`src/inc/itest_pkg.sv`:
```
// Package for the integration-test register block.
// Assumes a 32-bit word-addressed debug register port, 4KB window.
package itest_pkg;

  // ****************************************************************
  // Register map (word addresses within the lower 4KB debug region)
  // ****************************************************************
  localparam int ADDR_W = 10;
  localparam logic [9:0] ADDR_MISC_OUTPUT_TEST = 10'h3B7;
  localparam logic [9:0] ADDR_MISC_INPUT_TEST = 10'h3B8;
  localparam logic [9:0] ADDR_MODE_CONTROL = 10'h3C0;

  // ****************************************************************
  // Field positions
  // ****************************************************************
  localparam int MODE_BIT = 0;
  localparam int OUT_RESTART_DONE_BIT = 9;
  localparam int OUT_PERF_IRQ_BIT = 4;
  localparam int OUT_DEBUG_ACK_BIT = 0;
  localparam int IN_RESTART_REQ_BIT = 11;
  localparam int IN_FAST_IRQ_BIT = 2;
  localparam int IN_NORMAL_IRQ_BIT = 1;
  localparam int IN_EXT_DBG_REQ_BIT = 0;

  // ****************************************************************
  // Reset values
  // ****************************************************************
  localparam logic RST_MODE = 1'h0;
  localparam logic [2:0] RST_TEST_OUT = 3'h0;
  localparam logic [31:0] RST_RDATA = 32'h0;
  localparam logic [3:0] RST_SYNC_IN = 4'hF;

  // Three controlled outputs travel together
  typedef struct packed {
    logic restart_done;
    logic perf_irq;
    logic debug_ack;
  } misc_out_type;

  // Four observed inputs travel together
  typedef struct packed {
    logic restart_req;
    logic fast_irq_n;
    logic normal_irq_n;
    logic ext_dbg_req;
  } misc_in_type;

endpackage

```
`src/design/pin_sync.sv`:
```
// Two-flop synchroniser for a group of pin inputs.
// Assumes the pins are asynchronous to i_clk_sys.
module pin_sync
  import itest_pkg::*;
#(
  parameter int WIDTH = 4,
  parameter logic [WIDTH-1:0] RESET_VAL = '0
)
(
  input wire logic i_clk_sys, // System clock
  input wire logic i_resetn, // Synchronous reset, low
  input wire logic i_ce, // Clock enable
  input wire logic [WIDTH-1:0] i_async, // Raw pins
  output logic [WIDTH-1:0] o_sync // Synchronised pins
);

  logic [WIDTH-1:0] stage1_r;

  // First stage feeds only the second stage
  always_ff @(posedge i_clk_sys)
  begin
    if (!i_resetn)
    begin
      stage1_r <= RESET_VAL;
      o_sync <= RESET_VAL;
    end
    else if (i_ce)
    begin
      stage1_r <= i_async;
      o_sync <= stage1_r;
    end
  end

endmodule

```
`src/design/integration_test_regs.sv`:
```
// Integration-test registers: mode control, pin drive and pin sampling.
// Assumes a simple 32-bit register port, one-cycle write/read strobes.
//
// Contract
// - Mode bit zero: functional or integration
// - Reset to functional mode; software enters
// - Mode register always accessible; upper bits reserved
// - Output register write drives three pins in integration mode only
// - Pin level equals written bit value
// - Input register reads restart and debug request in integration mode only
// - Bits two and one read interrupt pins
// - 32-bit memory-mapped port, 4KB debug region
module integration_test_regs
  import itest_pkg::*;
(
  input wire logic i_clk_sys, // System clock, 125 MHz
  input wire logic i_resetn, // Synchronous reset, low
  input wire logic i_ce, // Clock enable, freezes state
  input wire logic i_sel, // Register access select
  input wire logic i_write, // 1 write, 0 read
  input wire logic [ADDR_W-1:0] i_addr, // Word address
  input wire logic [31:0] i_wdata, // Write data
  output logic [31:0] o_rdata, // Read data, valid with o_ready
  output logic o_ready, // Access done pulse
  input wire misc_out_type i_func_out, // Functional pin values
  output misc_out_type o_pins_out, // Driven output pins
  input wire logic i_restart_request_in, // Restart request pin
  input wire logic i_fast_irq_n_in, // Fast interrupt pin, low
  input wire logic i_normal_irq_n_in, // Normal interrupt pin, low
  input wire logic i_external_debug_request_in, // Debug request pin
  output misc_in_type o_pins_in, // Synchronised inputs to core
  output logic o_integration_mode_enable // Mode bit
);

  // ****************************************************************
  // Input synchronisation
  // ****************************************************************
  misc_in_type in_sync;

  pin_sync #(
    .WIDTH(4),
    .RESET_VAL(RST_SYNC_IN)
  ) u_sync (
    .i_clk_sys(i_clk_sys),
    .i_resetn(i_resetn),
    .i_ce(i_ce),
    .i_async({i_restart_request_in, i_fast_irq_n_in,
              i_normal_irq_n_in, i_external_debug_request_in}),
    .o_sync(in_sync)
  );

  // ****************************************************************
  // Access decode
  // ****************************************************************
  logic wr_mode, wr_out, rd_access;

  // Mode register needs no precondition
  assign wr_mode = i_sel && i_write && (i_addr == ADDR_MODE_CONTROL);
  // Test output writes take effect only in integration mode
  assign wr_out = i_sel && i_write && (i_addr == ADDR_MISC_OUTPUT_TEST)
                  && o_integration_mode_enable;
  assign rd_access = i_sel && !i_write;

  // ****************************************************************
  // Mode control
  // ****************************************************************
  always_ff @(posedge i_clk_sys)
  begin
    if (!i_resetn)
      o_integration_mode_enable <= RST_MODE;
    else if (i_ce && wr_mode)
      o_integration_mode_enable <= i_wdata[MODE_BIT];
  end

  // ****************************************************************
  // Test output register
  // ****************************************************************
  misc_out_type test_out_r;

  // Reserved bits are discarded, so non-zero writes are harmless
  always_ff @(posedge i_clk_sys)
  begin
    if (!i_resetn)
      test_out_r <= RST_TEST_OUT;
    else if (i_ce && wr_out)
    begin
      test_out_r.restart_done <= i_wdata[OUT_RESTART_DONE_BIT];
      test_out_r.perf_irq <= i_wdata[OUT_PERF_IRQ_BIT];
      test_out_r.debug_ack <= i_wdata[OUT_DEBUG_ACK_BIT];
    end
  end

  // Output mux registered; written value reaches pins next cycle
  always_ff @(posedge i_clk_sys)
  begin
    if (!i_resetn)
      o_pins_out <= RST_TEST_OUT;
    else if (i_ce)
    begin
      if (!o_integration_mode_enable)
        o_pins_out <= i_func_out;
      else if (wr_out)
      begin
        o_pins_out.restart_done <= i_wdata[OUT_RESTART_DONE_BIT];
        o_pins_out.perf_irq <= i_wdata[OUT_PERF_IRQ_BIT];
        o_pins_out.debug_ack <= i_wdata[OUT_DEBUG_ACK_BIT];
      end
      else
        o_pins_out <= test_out_r;
    end
  end

  // Core sees inputs always; test reads do not disturb them
  always_ff @(posedge i_clk_sys)
  begin
    if (!i_resetn)
      o_pins_in <= RST_SYNC_IN;
    else if (i_ce)
      o_pins_in <= in_sync;
  end

  // ****************************************************************
  // Read path
  // ****************************************************************
  logic [31:0] rd_nxt;

  always_comb
  begin
    rd_nxt = RST_RDATA;
    if (i_addr == ADDR_MODE_CONTROL)
      rd_nxt[MODE_BIT] = o_integration_mode_enable;
    else if (i_addr == ADDR_MISC_INPUT_TEST && o_integration_mode_enable)
    begin
      // Undefined reserved bits read as zero here
      rd_nxt[IN_RESTART_REQ_BIT] = in_sync.restart_req;
      rd_nxt[IN_FAST_IRQ_BIT] = in_sync.fast_irq_n;
      rd_nxt[IN_NORMAL_IRQ_BIT] = in_sync.normal_irq_n;
      rd_nxt[IN_EXT_DBG_REQ_BIT] = in_sync.ext_dbg_req;
    end
  end

  always_ff @(posedge i_clk_sys)
  begin
    if (!i_resetn)
    begin
      o_rdata <= RST_RDATA;
      o_ready <= 1'b0;
    end
    else if (i_ce)
    begin
      o_ready <= i_sel;
      if (rd_access)
        o_rdata <= rd_nxt;
    end
  end

endmodule

```
`config.mk`:
```
export PLATFORM = sky130hd
export DESIGN_NAME = integration_test_regs
export DESIGN_NICKNAME = d
export VERILOG_FILES = /design/src/inc/itest_pkg.sv /design/src/design/pin_sync.sv /design/src/design/integration_test_regs.sv
export SDC_FILE = /design/constraint.sdc
export NUM_CORES = 1
export LEC_CHECK = 0
export BUFFER_PORTS_ARGS = -buffer_cell sky130_fd_sc_hd__buf_4
export CAP_MARGIN = 10
export CORE_UTILIZATION = 40
export CTS_CLUSTER_SIZE = 10
export DETAILED_ROUTE_END_ITERATION = 10
export GPL_ROUTABILITY_DRIVEN = 0
export PLACE_DENSITY_LB_ADDON = 0.25
export SLEW_MARGIN = 20
export SYNTH_ARGS = -nofsm -noshare
export SYNTH_HDL_FRONTEND = slang
export SYNTH_SLANG_ARGS = --single-unit
```
`constraint.sdc`:
```
create_clock -name i_clk_sys -period 2.1 [get_ports i_clk_sys]
set_clock_uncertainty 0.2 [all_clocks]
set_input_delay 0.42 -clock i_clk_sys [delete_from_list [all_inputs] [get_ports i_clk_sys]]
set_output_delay 0.42 -clock i_clk_sys [all_outputs]
set_load 0.01 [all_outputs]
```
==> results_dict.tcl, run 1 <==
set metrics [dict create \
    globalRouteMet2Util 0.255 \
    post_synth_most_frequent_cells "buf_4 (28), dfxtp_1 (24), nand2_1 (24)" \
    grt_util_all_layers 0.142 \
    post-synth-top-area-cell "dfxtp_1" \
    grt_setup_unrepaired "false" \
    path_class "flip-flop to flip-flop" \
    synth_seq_area_share 0.381 \
    clkLatencyLatePin_ps 310 \
    crit_path_start_kind "flip-flop" \
    numClockSinks 24 \
    timing.final.max_slew_violations 0 \
    setup_total_negative_slack_ps 0 \
    placement.cell_area_mm2 0.00146 \
    layoutNonFillerInstCount 222 \
    power_density_relative_to_cell_area_mw_per_mm2 624 \
    mappedNetlistArea_mm2 0.00126 \
    synth_cells 143 \
    worstPathMaxFanout 5 \
    htree_num_levels 1 \
    combinational_family_with_the_most_area_after_synthesis "buffers and inverters" \
    synth_top_area_share 0.381 \
    drive_above_1_share 0.264 \
    synthArstFlopShare 0 \
    synthSimpleGateAreaFrac 0.172 \
    grtUsageMet1 0.165 \
    post-route-util 0.499 \
    final_nets 233 \
    diodes_inserted 0 \
    die_h_um 58.2 \
    period_utilisation_layout 0.831 \
    synth_enable_flop_cells 0 \
    core_area_mm2 0.00303 \
    wire_per_inst_um 10.1 \
    via_total_after_detailed_routing 993 \
    globalRouteOverflowTotal 0 \
    area_share_of_fa_ha_maj_cells_after_synthesis 0 \
    post_synth_cell_types 30 \
    total_power_uw 942 \
    post_synth_xor_area_fraction 0 \
    die-area_mm2 0.00338 \
    number_of_vias_per_cell 4.47 \
    fill_cells 299 \
    setup_viol 0 \
    tritoncts.num_buffers 3 \
    cts_hold_buf 0 \
    vdd.ir_drop.worst_uv 481 \
    ant_nets 0 \
    register_area_um2 480 \
    drtIter0Drc 13 \
    achievable_frequency_ghz 0.573 \
    clock_tree_from_tritoncts "built" \
    dpl.hpwl_mm 1.78 \
    grt_max_degree 25 \
    global_route_wire_length_before_repair_mm 3.71 \
    synth.ff_latch_count 24 \
    detail_route.drc_violations 0 \
    met3_usage 0.0536 \
    worst_ep_required_time_ps 2110 \
    io_pins 95 \
    antenna_found_initial 0 \
    finalWorstPathRequiredPeriod_ps 1740 \
    start_util 0.417 \
    end_kind "flip-flop" \
    synthMostInstantiatedCell "buf_4" \
    placed_cells_incl_taps 218 \
    post_cts.repair.setup_buffers 0 \
    ctsRootBufferMaster "clkbuf_4" \
    yosys_most_used_dff "dfxtp_1" \
    hold_viol_final 0 \
    status "finished clean" \
    via_count_of_the_first_global_routing_pass 896 \
    synth.top_cells.by_area "dfxtp_1 (38%), buf_4 (17%), mux2i_1 (10%), nand2_1 (7.1%), o211ai_1 (3.6%)" \
    avgSynthCellArea_um2 8.83 \
    synthesis.yosys.warnings 0 \
    max_cap_violations 0 \
    hold_class "input port to flip-flop" \
    post_cts_resize_count 0 \
    multi_input_area_um2 607 \
    cts_buffer_depth 2 \
    synth.mux.area_fraction 0.103 \
    leakagePower_nw 0.724 \
    finalInstanceArea_mm2 0.00151 \
    firstDrtPassIters 4 \
    clk_transition_reported_paths_ps 130 \
    detail_route.wirelength_mm 2.25 \
    worst_ep_arrival_time_ps 1760 \
    synth-compound-area-share 0.122 \
    die_width_um 58.2 \
    io_buffers 37 \
    grt-busiest-layer "met2" \
    areaGrowthSynthToFinish_pct 19.6 \
    fp-row-count 20 \
]
power breakdown:
part	internal, mW	total [mW]	switching, mW	leakage, nW
clock	0.193	0.332	0.139	0.0279
combinational	0.0589	0.130	0.0712	0.500
sequential	0.471	0.480	0.00945	0.196
worst max-delay path, stage by stage, from the launching register on:
cell,delay [ps]
dfxtp_1,430
nand4_1,100
or4_4,490
or2_1,280
mux2i_1,140
worst paths after layout:
| path | endpoint | slack, ps | from | cells after the start |
|---|---|---|---|---|
| worst min-delay path | u_sync.stage1_r[3] | 110 | i_restart_request_in | 3 |
| worst max register to register | test_out_r[1] | 360 | o_integration_mode_enable | 4 |
| worst min register to register | o_rdata[0] | 270 | o_rdata[0] | 2 |
| worst max-delay path | test_out_r[1] | 360 | o_integration_mode_enable | 4 |
cells in the final DEF, fill, tap and decap left out, types with 3 or more instances in the layout:
cell,n
nand2_1,24
mux2i_1,13
clkbuf_4,3
dfxtp_1,24
o2111ai_1,3
buf_4,39
nand3_1,5
o221ai_1,3
nor2_1,3
conb_1,28
a22oi_1,3
o21ai_0,3
o211ai_1,6
inv_1,6
stage by stage:
step,setup slack (ps),hold WS (ps)
global placement,182,250
finish,355,105
floorplan,169,238
detailed placement,170,260
CTS,360,92.5
global route,278,91.5
area by class of cell:
class	instances	share of cell area
clock buffer	3	0.0149
tap	44	0.0365
timing repair buffer	39	0.194
sequential	24	0.318
clock inverter	1	0.0199
inverter	6	0.0149
multi-input combinational	105	0.402
metal layers:
| metal | part of all wire | routed length (um) |
|---|---|---|
| met1 | 0.43 | 971 |
| met2 | 0.49 | 1110 |
| met3 | 0.073 | 165 |
| met4 | 0 | 0 |
| met5 | 0 | 0 |
sequential cells by signal, indices dropped and copies added, names as in the netlist:
register and cells:
o_rdata 4, u_sync.o_sync 4, test_out_r 3, o_pins_in 4, o_pins_out 3, u_sync.stage1_r 4, o_ready 1, o_integration_mode_enable 1
kinds of logic after synthesis:
group           Yosys count
other cells               1
simple gates             43
buf+inv                  41
flops                    24
compound gates           21
mux                      13
No activity file was read; power rests on OpenSTA's default activity.
==> run 2: changes to the inputs <==
--- a/config.mk
+++ b/config.mk
@@ -7,7 +7,7 @@
 export LEC_CHECK = 0
 export BUFFER_PORTS_ARGS = -buffer_cell sky130_fd_sc_hd__buf_4
 export CAP_MARGIN = 10
-export CORE_UTILIZATION = 40
+export CORE_UTILIZATION = 36
 export CTS_CLUSTER_SIZE = 10
 export DETAILED_ROUTE_END_ITERATION = 10
 export GPL_ROUTABILITY_DRIVEN = 0
==> constraint.sdc (replaced) <==
create_clock -name i_clk_sys -period 1.4 [get_ports i_clk_sys]
set_clock_uncertainty 0.2 [all_clocks]
set_input_delay 0.28 -clock i_clk_sys [delete_from_list [all_inputs] [get_ports i_clk_sys]]
set_output_delay 0.28 -clock i_clk_sys [all_outputs]
set_load 0.01 [all_outputs]
==> run 2 against run 1 <==
  * The flow now finishes with violations (setup timing)
  * Fmax up 7.6%
  * Sequential power up 50%
  * Die area up 11%
  * Worst hold slack worse by 83 ps
  * Clock power up 28%
==> results_dict.tcl, run 2 (synthesis gave the netlist of run 1 again) <==
set metrics [dict create \
    die-area_mm2 0.00375 \
    hold_viol_final 0 \
    grt_setup_unrepaired "true" \
    achievable_frequency_ghz 0.617 \
    htree_num_levels 1 \
    worstPathMaxFanout 3 \
    ctsRootBufferMaster "clkbuf_4" \
    grt-busiest-layer "met2" \
    final_nets 246 \
    die_width_um 61.2 \
    via_count_of_the_first_global_routing_pass 978 \
    path_class "flip-flop to flip-flop" \
    worst_path_largest_cell_delay_ps 500 \
    ff2ff_setup_slack_ps -220 \
    finalWorstPathRequiredPeriod_ps 1620 \
    end_kind "flip-flop" \
    grtUsageMet1 0.169 \
    most-common-layout-cells "buf_4 (47), conb_1 (28), nand2_1 (24), dfxtp_1 (20), mux2i_1 (13)" \
    detail_route.drc_violations 0 \
    tritoncts.num_buffers 3 \
    max_cap_violations 0 \
    leakagePower_nw 0.808 \
    ant_nets 0 \
    clock_tree_from_tritoncts "built" \
    antenna_found_initial 0 \
    worst_ep_arrival_time_ps 1640 \
    layoutNonFillerInstCount 237 \
    cts_buffer_depth 2 \
    via_total_after_detailed_routing 1084 \
    grt_max_degree 24 \
    firstDrtPassIters 4 \
    detail_route.wirelength_mm 2.52 \
    period_utilisation_layout 1.16 \
    worst_ep_required_time_ps 1420 \
    io_pins 95 \
    setup_slack_placement_ps -389 \
    met3_usage 0.0399 \
    post_cts.repair.setup_buffers 0 \
    drtIter0Drc 45 \
    crit_path_start_kind "flip-flop" \
    start_util 0.378 \
    setup_viol 7 \
    placed_cells_incl_taps 229 \
    grt_util_all_layers 0.146 \
    failed_checks "setup timing" \
    global_route_wire_length_before_repair_mm 4.15 \
    drive_above_1_share 0.387 \
    post-route-util 0.513 \
    cp_slowest_cell "or4_4" \
    globalRouteMet2Util 0.276 \
    globalRouteOverflowTotal 0 \
    power_density_relative_to_cell_area_mw_per_mm2 805 \
    areaGrowthSynthToFinish_pct 35.7 \
    total_power_mw 1.38 \
    wire_per_inst_um 10.6 \
    diodes_inserted 0 \
    clkLatencyLatePin_ps 310 \
    number_of_vias_per_cell 4.57 \
    most_common_cell_after_layout_fill_and_taps_aside "buf_4" \
    status "finished with violations" \
    core_area_mm2 0.00334 \
    fp-row-count 21 \
    numClockSinks 24 \
    timing.final.max_slew_violations 0 \
    io_buffers 37 \
    vdd.ir_drop.worst_uv 755 \
    post-route-worst-setup-slack_ps -221 \
    hold_class "input port to flip-flop" \
    die_h_um 61.2 \
    setup_total_negative_slack_ps -1240 \
    dpl.hpwl_mm 1.96 \
    path_cells "nand4_1, or4_4, or2_4, mux2i_1" \
    clk_transition_reported_paths_ps 130 \
]
==> run 2: per-layer routing <==
| layer | vias to the layer above | part of all wire |
|---|---|---|
| met5 | - | 0 |
| met4 | 0 | 0 |
| met3 | 0 | 0.067 |
| met2 | 40 | 0.50 |
| met1 | 510 | 0.44 |
| li1 | 534 | - |
==> run 2: timing repair <==
item	in CTS	in global routing
endpoints found under the setup margin	10	14
resized for setup	6	12
cloned	0	0
pin swaps	0	4
hold buffers	4	0
hold endpoints to repair	4	0
==> run 2: final cells by class <==
class,instances,area [um^2]
tap,46,57.6
fill,340,1620
multi-input combinational,105,693
sequential,24,488
timing repair buffer,52,404
clock buffer,4,47.5
inverter,6,22.5
==> run 2: worst paths after layout <==
check                            startpoint            end  cells past startpoint
setup / recovery  o_integration_mode_enable  test_out_r[0]                      4
hold / removal                   i_wdata[9]  test_out_r[2]                      3
setup reg to reg  o_integration_mode_enable  test_out_r[0]                      4
hold reg to reg                  o_rdata[1]     o_rdata[1]                      2
==> run 2: worst max-delay path: cells and delay by family (launching register included) <==
kind	cells	cell delay (ps)
AND/OR/NAND/NOR	3	850
multiplexers	1	120
flip-flops	1	360
==> run 2: power by group <==
group	switching, mW	internal, mW	leakage [nW]
logic	0.120	0.112	0.583
clock network	0.207	0.218	0.0261
registers	0.0159	0.705	0.198
==> run 2: through the flow <==
step | hold WS, ps | instance area (um^2)
after CTS | 10.3 | 1670
after detailed placement | 257 | 1550
after floorplan | 208 | 1390
final | 21.8 | 1710
after global placement | 253 | 1550
after global routing | 24.7 | 1710
==> run 3: changes to the inputs <==
--- a/config.mk
+++ b/config.mk
@@ -5,9 +5,10 @@
 export SDC_FILE = /design/constraint.sdc
 export NUM_CORES = 1
 export LEC_CHECK = 0
-export BUFFER_PORTS_ARGS = -buffer_cell sky130_fd_sc_hd__buf_4
+export BUFFER_PORTS_ARGS = -buffer_cell sky130_fd_sc_hd__buf_2
 export CAP_MARGIN = 10
 export CORE_UTILIZATION = 36
+export CTS_CLUSTER_DIAMETER = 200
 export CTS_CLUSTER_SIZE = 10
 export DETAILED_ROUTE_END_ITERATION = 10
 export GPL_ROUTABILITY_DRIVEN = 0
==> run 3 against run 2 <==
  * The run still ends with setup timing left
  * Fmax rose by 0.10%
  * Wire length rose by 3.0%
  * Clock-buffer cell count did not move
  * Via count rose by 1.2%
  * Global-route usage rose by 0.51 points
  * Clock power rose by 2%
  * First-iteration DRC count fell by 33%
  * Cell count rose by 0.84%
  * Die area did not move
  * Sequential power barely moved
  * Register-to-register slack barely moved
  * Worst hold slack got worse by 1.3 ps
==> results_dict.tcl, run 3 (synthesis gave the netlist of run 1 again) <==
set metrics [dict create \
    grt_setup_unrepaired "true" \
    met3RoutedLength_um 136 \
    dpl.hpwl_mm 1.93 \
    detail_route.wirelength_mm 2.60 \
    ctsRootBufferMaster "clkbuf_4" \
    hold_class "input port to flip-flop" \
    vdd.ir_drop.worst_uv 456 \
    globalRouteOverflowTotal 0 \
    antenna_found_initial 0 \
    via_count_of_the_first_global_routing_pass 1029 \
    clock_tree_from_tritoncts "built" \
    sequentialPowerShare 0.526 \
    firstDrtPassIters 4 \
    period_utilisation_layout 1.16 \
    power.switching_fraction 0.257 \
    fp-row-count 21 \
    setup_viol 10 \
    power_density_relative_to_cell_area_mw_per_mm2 827 \
    comb_power_share 0.158 \
    clk_transition_reported_paths_ps 140 \
    total_switching_power_uw 352 \
    global_route_wire_length_before_repair_mm 4.18 \
    critical_path_buf_inv_count 0 \
    wire_per_inst_um 10.9 \
    clkLatencyLatePin_ps 310 \
    detail_route.drc_violations 0 \
    grt_util_all_layers 0.151 \
    clkPwrFrac 0.316 \
    numClockSinks 24 \
    path_class "flip-flop to flip-flop" \
    leakagePower_nw 0.793 \
    start_util 0.378 \
    most_common_cell_after_layout_fill_and_taps_aside "buf_2" \
    setup_total_negative_slack_ps -1360 \
    drtIter0Drc 30 \
    areaGrowthSynthToFinish_pct 31.2 \
    crit_path_start_kind "flip-flop" \
    tritoncts.num_buffers 3 \
    path_cells "nand4_1, or4_4, or2_4, mux2i_1" \
    hold_viol_final 0 \
    diodes_inserted 0 \
    worst_path_largest_cell_delay_ps 500 \
    worstPathMaxFanout 3 \
    worst_ep_arrival_time_ps 1640 \
    ant_nets 0 \
    most-common-layout-cells "buf_2 (36), conb_1 (28), nand2_1 (24), dfxtp_1 (20), mux2i_1 (13)" \
    die_h_um 61.2 \
    status "finished with violations" \
    route.layer.met1.wl_mm 1.17 \
    via_total_after_detailed_routing 1097 \
    total_power_mw 1.37 \
    critPathTopFamily "simple AND/OR/NAND/NOR gates" \
    end_kind "flip-flop" \
    drive_above_1_share 0.383 \
    core_area_mm2 0.00334 \
    number_of_vias_per_cell 4.59 \
    cp_slowest_cell "or4_4" \
    fill_cells 343 \
    io_buffers 37 \
    finalWorstPathRequiredPeriod_ps 1620 \
    achievable_frequency_ghz 0.618 \
    die-area_mm2 0.00375 \
    io_pins 95 \
    post-route-worst-setup-slack_ps -219 \
    timing.final.max_slew_violations 0 \
    wl_met2_mm 1.26 \
    htree_num_levels 1 \
    worst_ep_required_time_ps 1420 \
    grt_max_degree 24 \
    internal_power_mw 1.02 \
    failed_checks "setup timing" \
    die_width_um 61.2 \
    cts_buffer_depth 2 \
    final_nets 248 \
    hold_ws_ps 20.5 \
    maxUsedRoutingLayer "met4" \
    max_cap_violations 0 \
]
[run 3: changes by cell type in the layout (fill, tap and decap cells not counted), sizes merged]
cell         change
dlygate4sd3      +1
buf              +1
[run 3: cell type report]
| type | count | area [um^2] | area share |
|---|---|---|---|
| Timing Repair Buffer | 54 | 352 | 0.212 |
| Clock buffer | 4 | 47.5 | 0.0287 |
| Multi-Input combinational cell | 105 | 687 | 0.415 |
| Inverter | 6 | 25.0 | 0.0151 |
| Sequential cell | 24 | 488 | 0.295 |
| Tap cell | 46 | 57.6 | 0.0347 |
[run 3: final timing paths]
path	startpoint	endpoint	slack (ps)	cells past startpoint
worst max register to register	o_integration_mode_enable	test_out_r[0]	-220	4
worst max-delay path	o_integration_mode_enable	test_out_r[0]	-220	4
worst min register to register	o_rdata[1]	o_rdata[1]	270	2
worst min-delay path	i_wdata[4]	test_out_r[1]	20	3
[run 3: worst min-delay path, cell delays in order]
cell and delay (ps):
buf_2 110, nand2_1 60, mux2i_1 50
[run 3: metrics by stage]
stage          cells  setup WS, ps  utilization  area [um^2]
6_report         239          -219        0.496         1660
4_1_cts          238          -227        0.484         1620
3_5_place_dp     229          -374        0.441         1470
3_3_place_gp     229          -355        0.441         1470
5_1_grt          239          -271        0.496         1660
2_1_floorplan    170          -382            -         1390
[run 3: per-layer routing]
| layer | up-vias | GRT usage |
|---|---|---|
| li1 | 536 | - |
| met1 | 512 | 0.168 |
| met2 | 45 | 0.280 |
| met3 | 4 | 0.0273 |
| met4 | 0 | 0.0649 |
| met5 | - | 0 |
[run 3: timing repair]
| action | in CTS | in global routing |
|---|---|---|
| hold endpoints to repair | 5 | 0 |
| resized for setup | 10 | 10 |
| buffers inserted | 0 | 1 |
| pin swaps | 3 | 6 |
| gates cloned | 0 | 0 |
| endpoints found under the setup margin | 10 | 14 |
| hold buffers | 5 | 0 |
[run 3: power groups by stage]
| stage | Combinational (mW) | Sequential [mW] | Clock (mW) |
|---|---|---|---|
| 2_1_floorplan | 0.166 | 0.736 | 0 |
| 4_1_cts | 0.211 | 0.719 | 0.448 |
| 6_report | 0.217 | 0.721 | 0.432 |
| 5_1_grt | 0.244 | 0.724 | 0.470 |
| 3_5_place_dp | 0.197 | 0.734 | 0 |
| 3_3_place_gp | 0.193 | 0.732 | 0 |
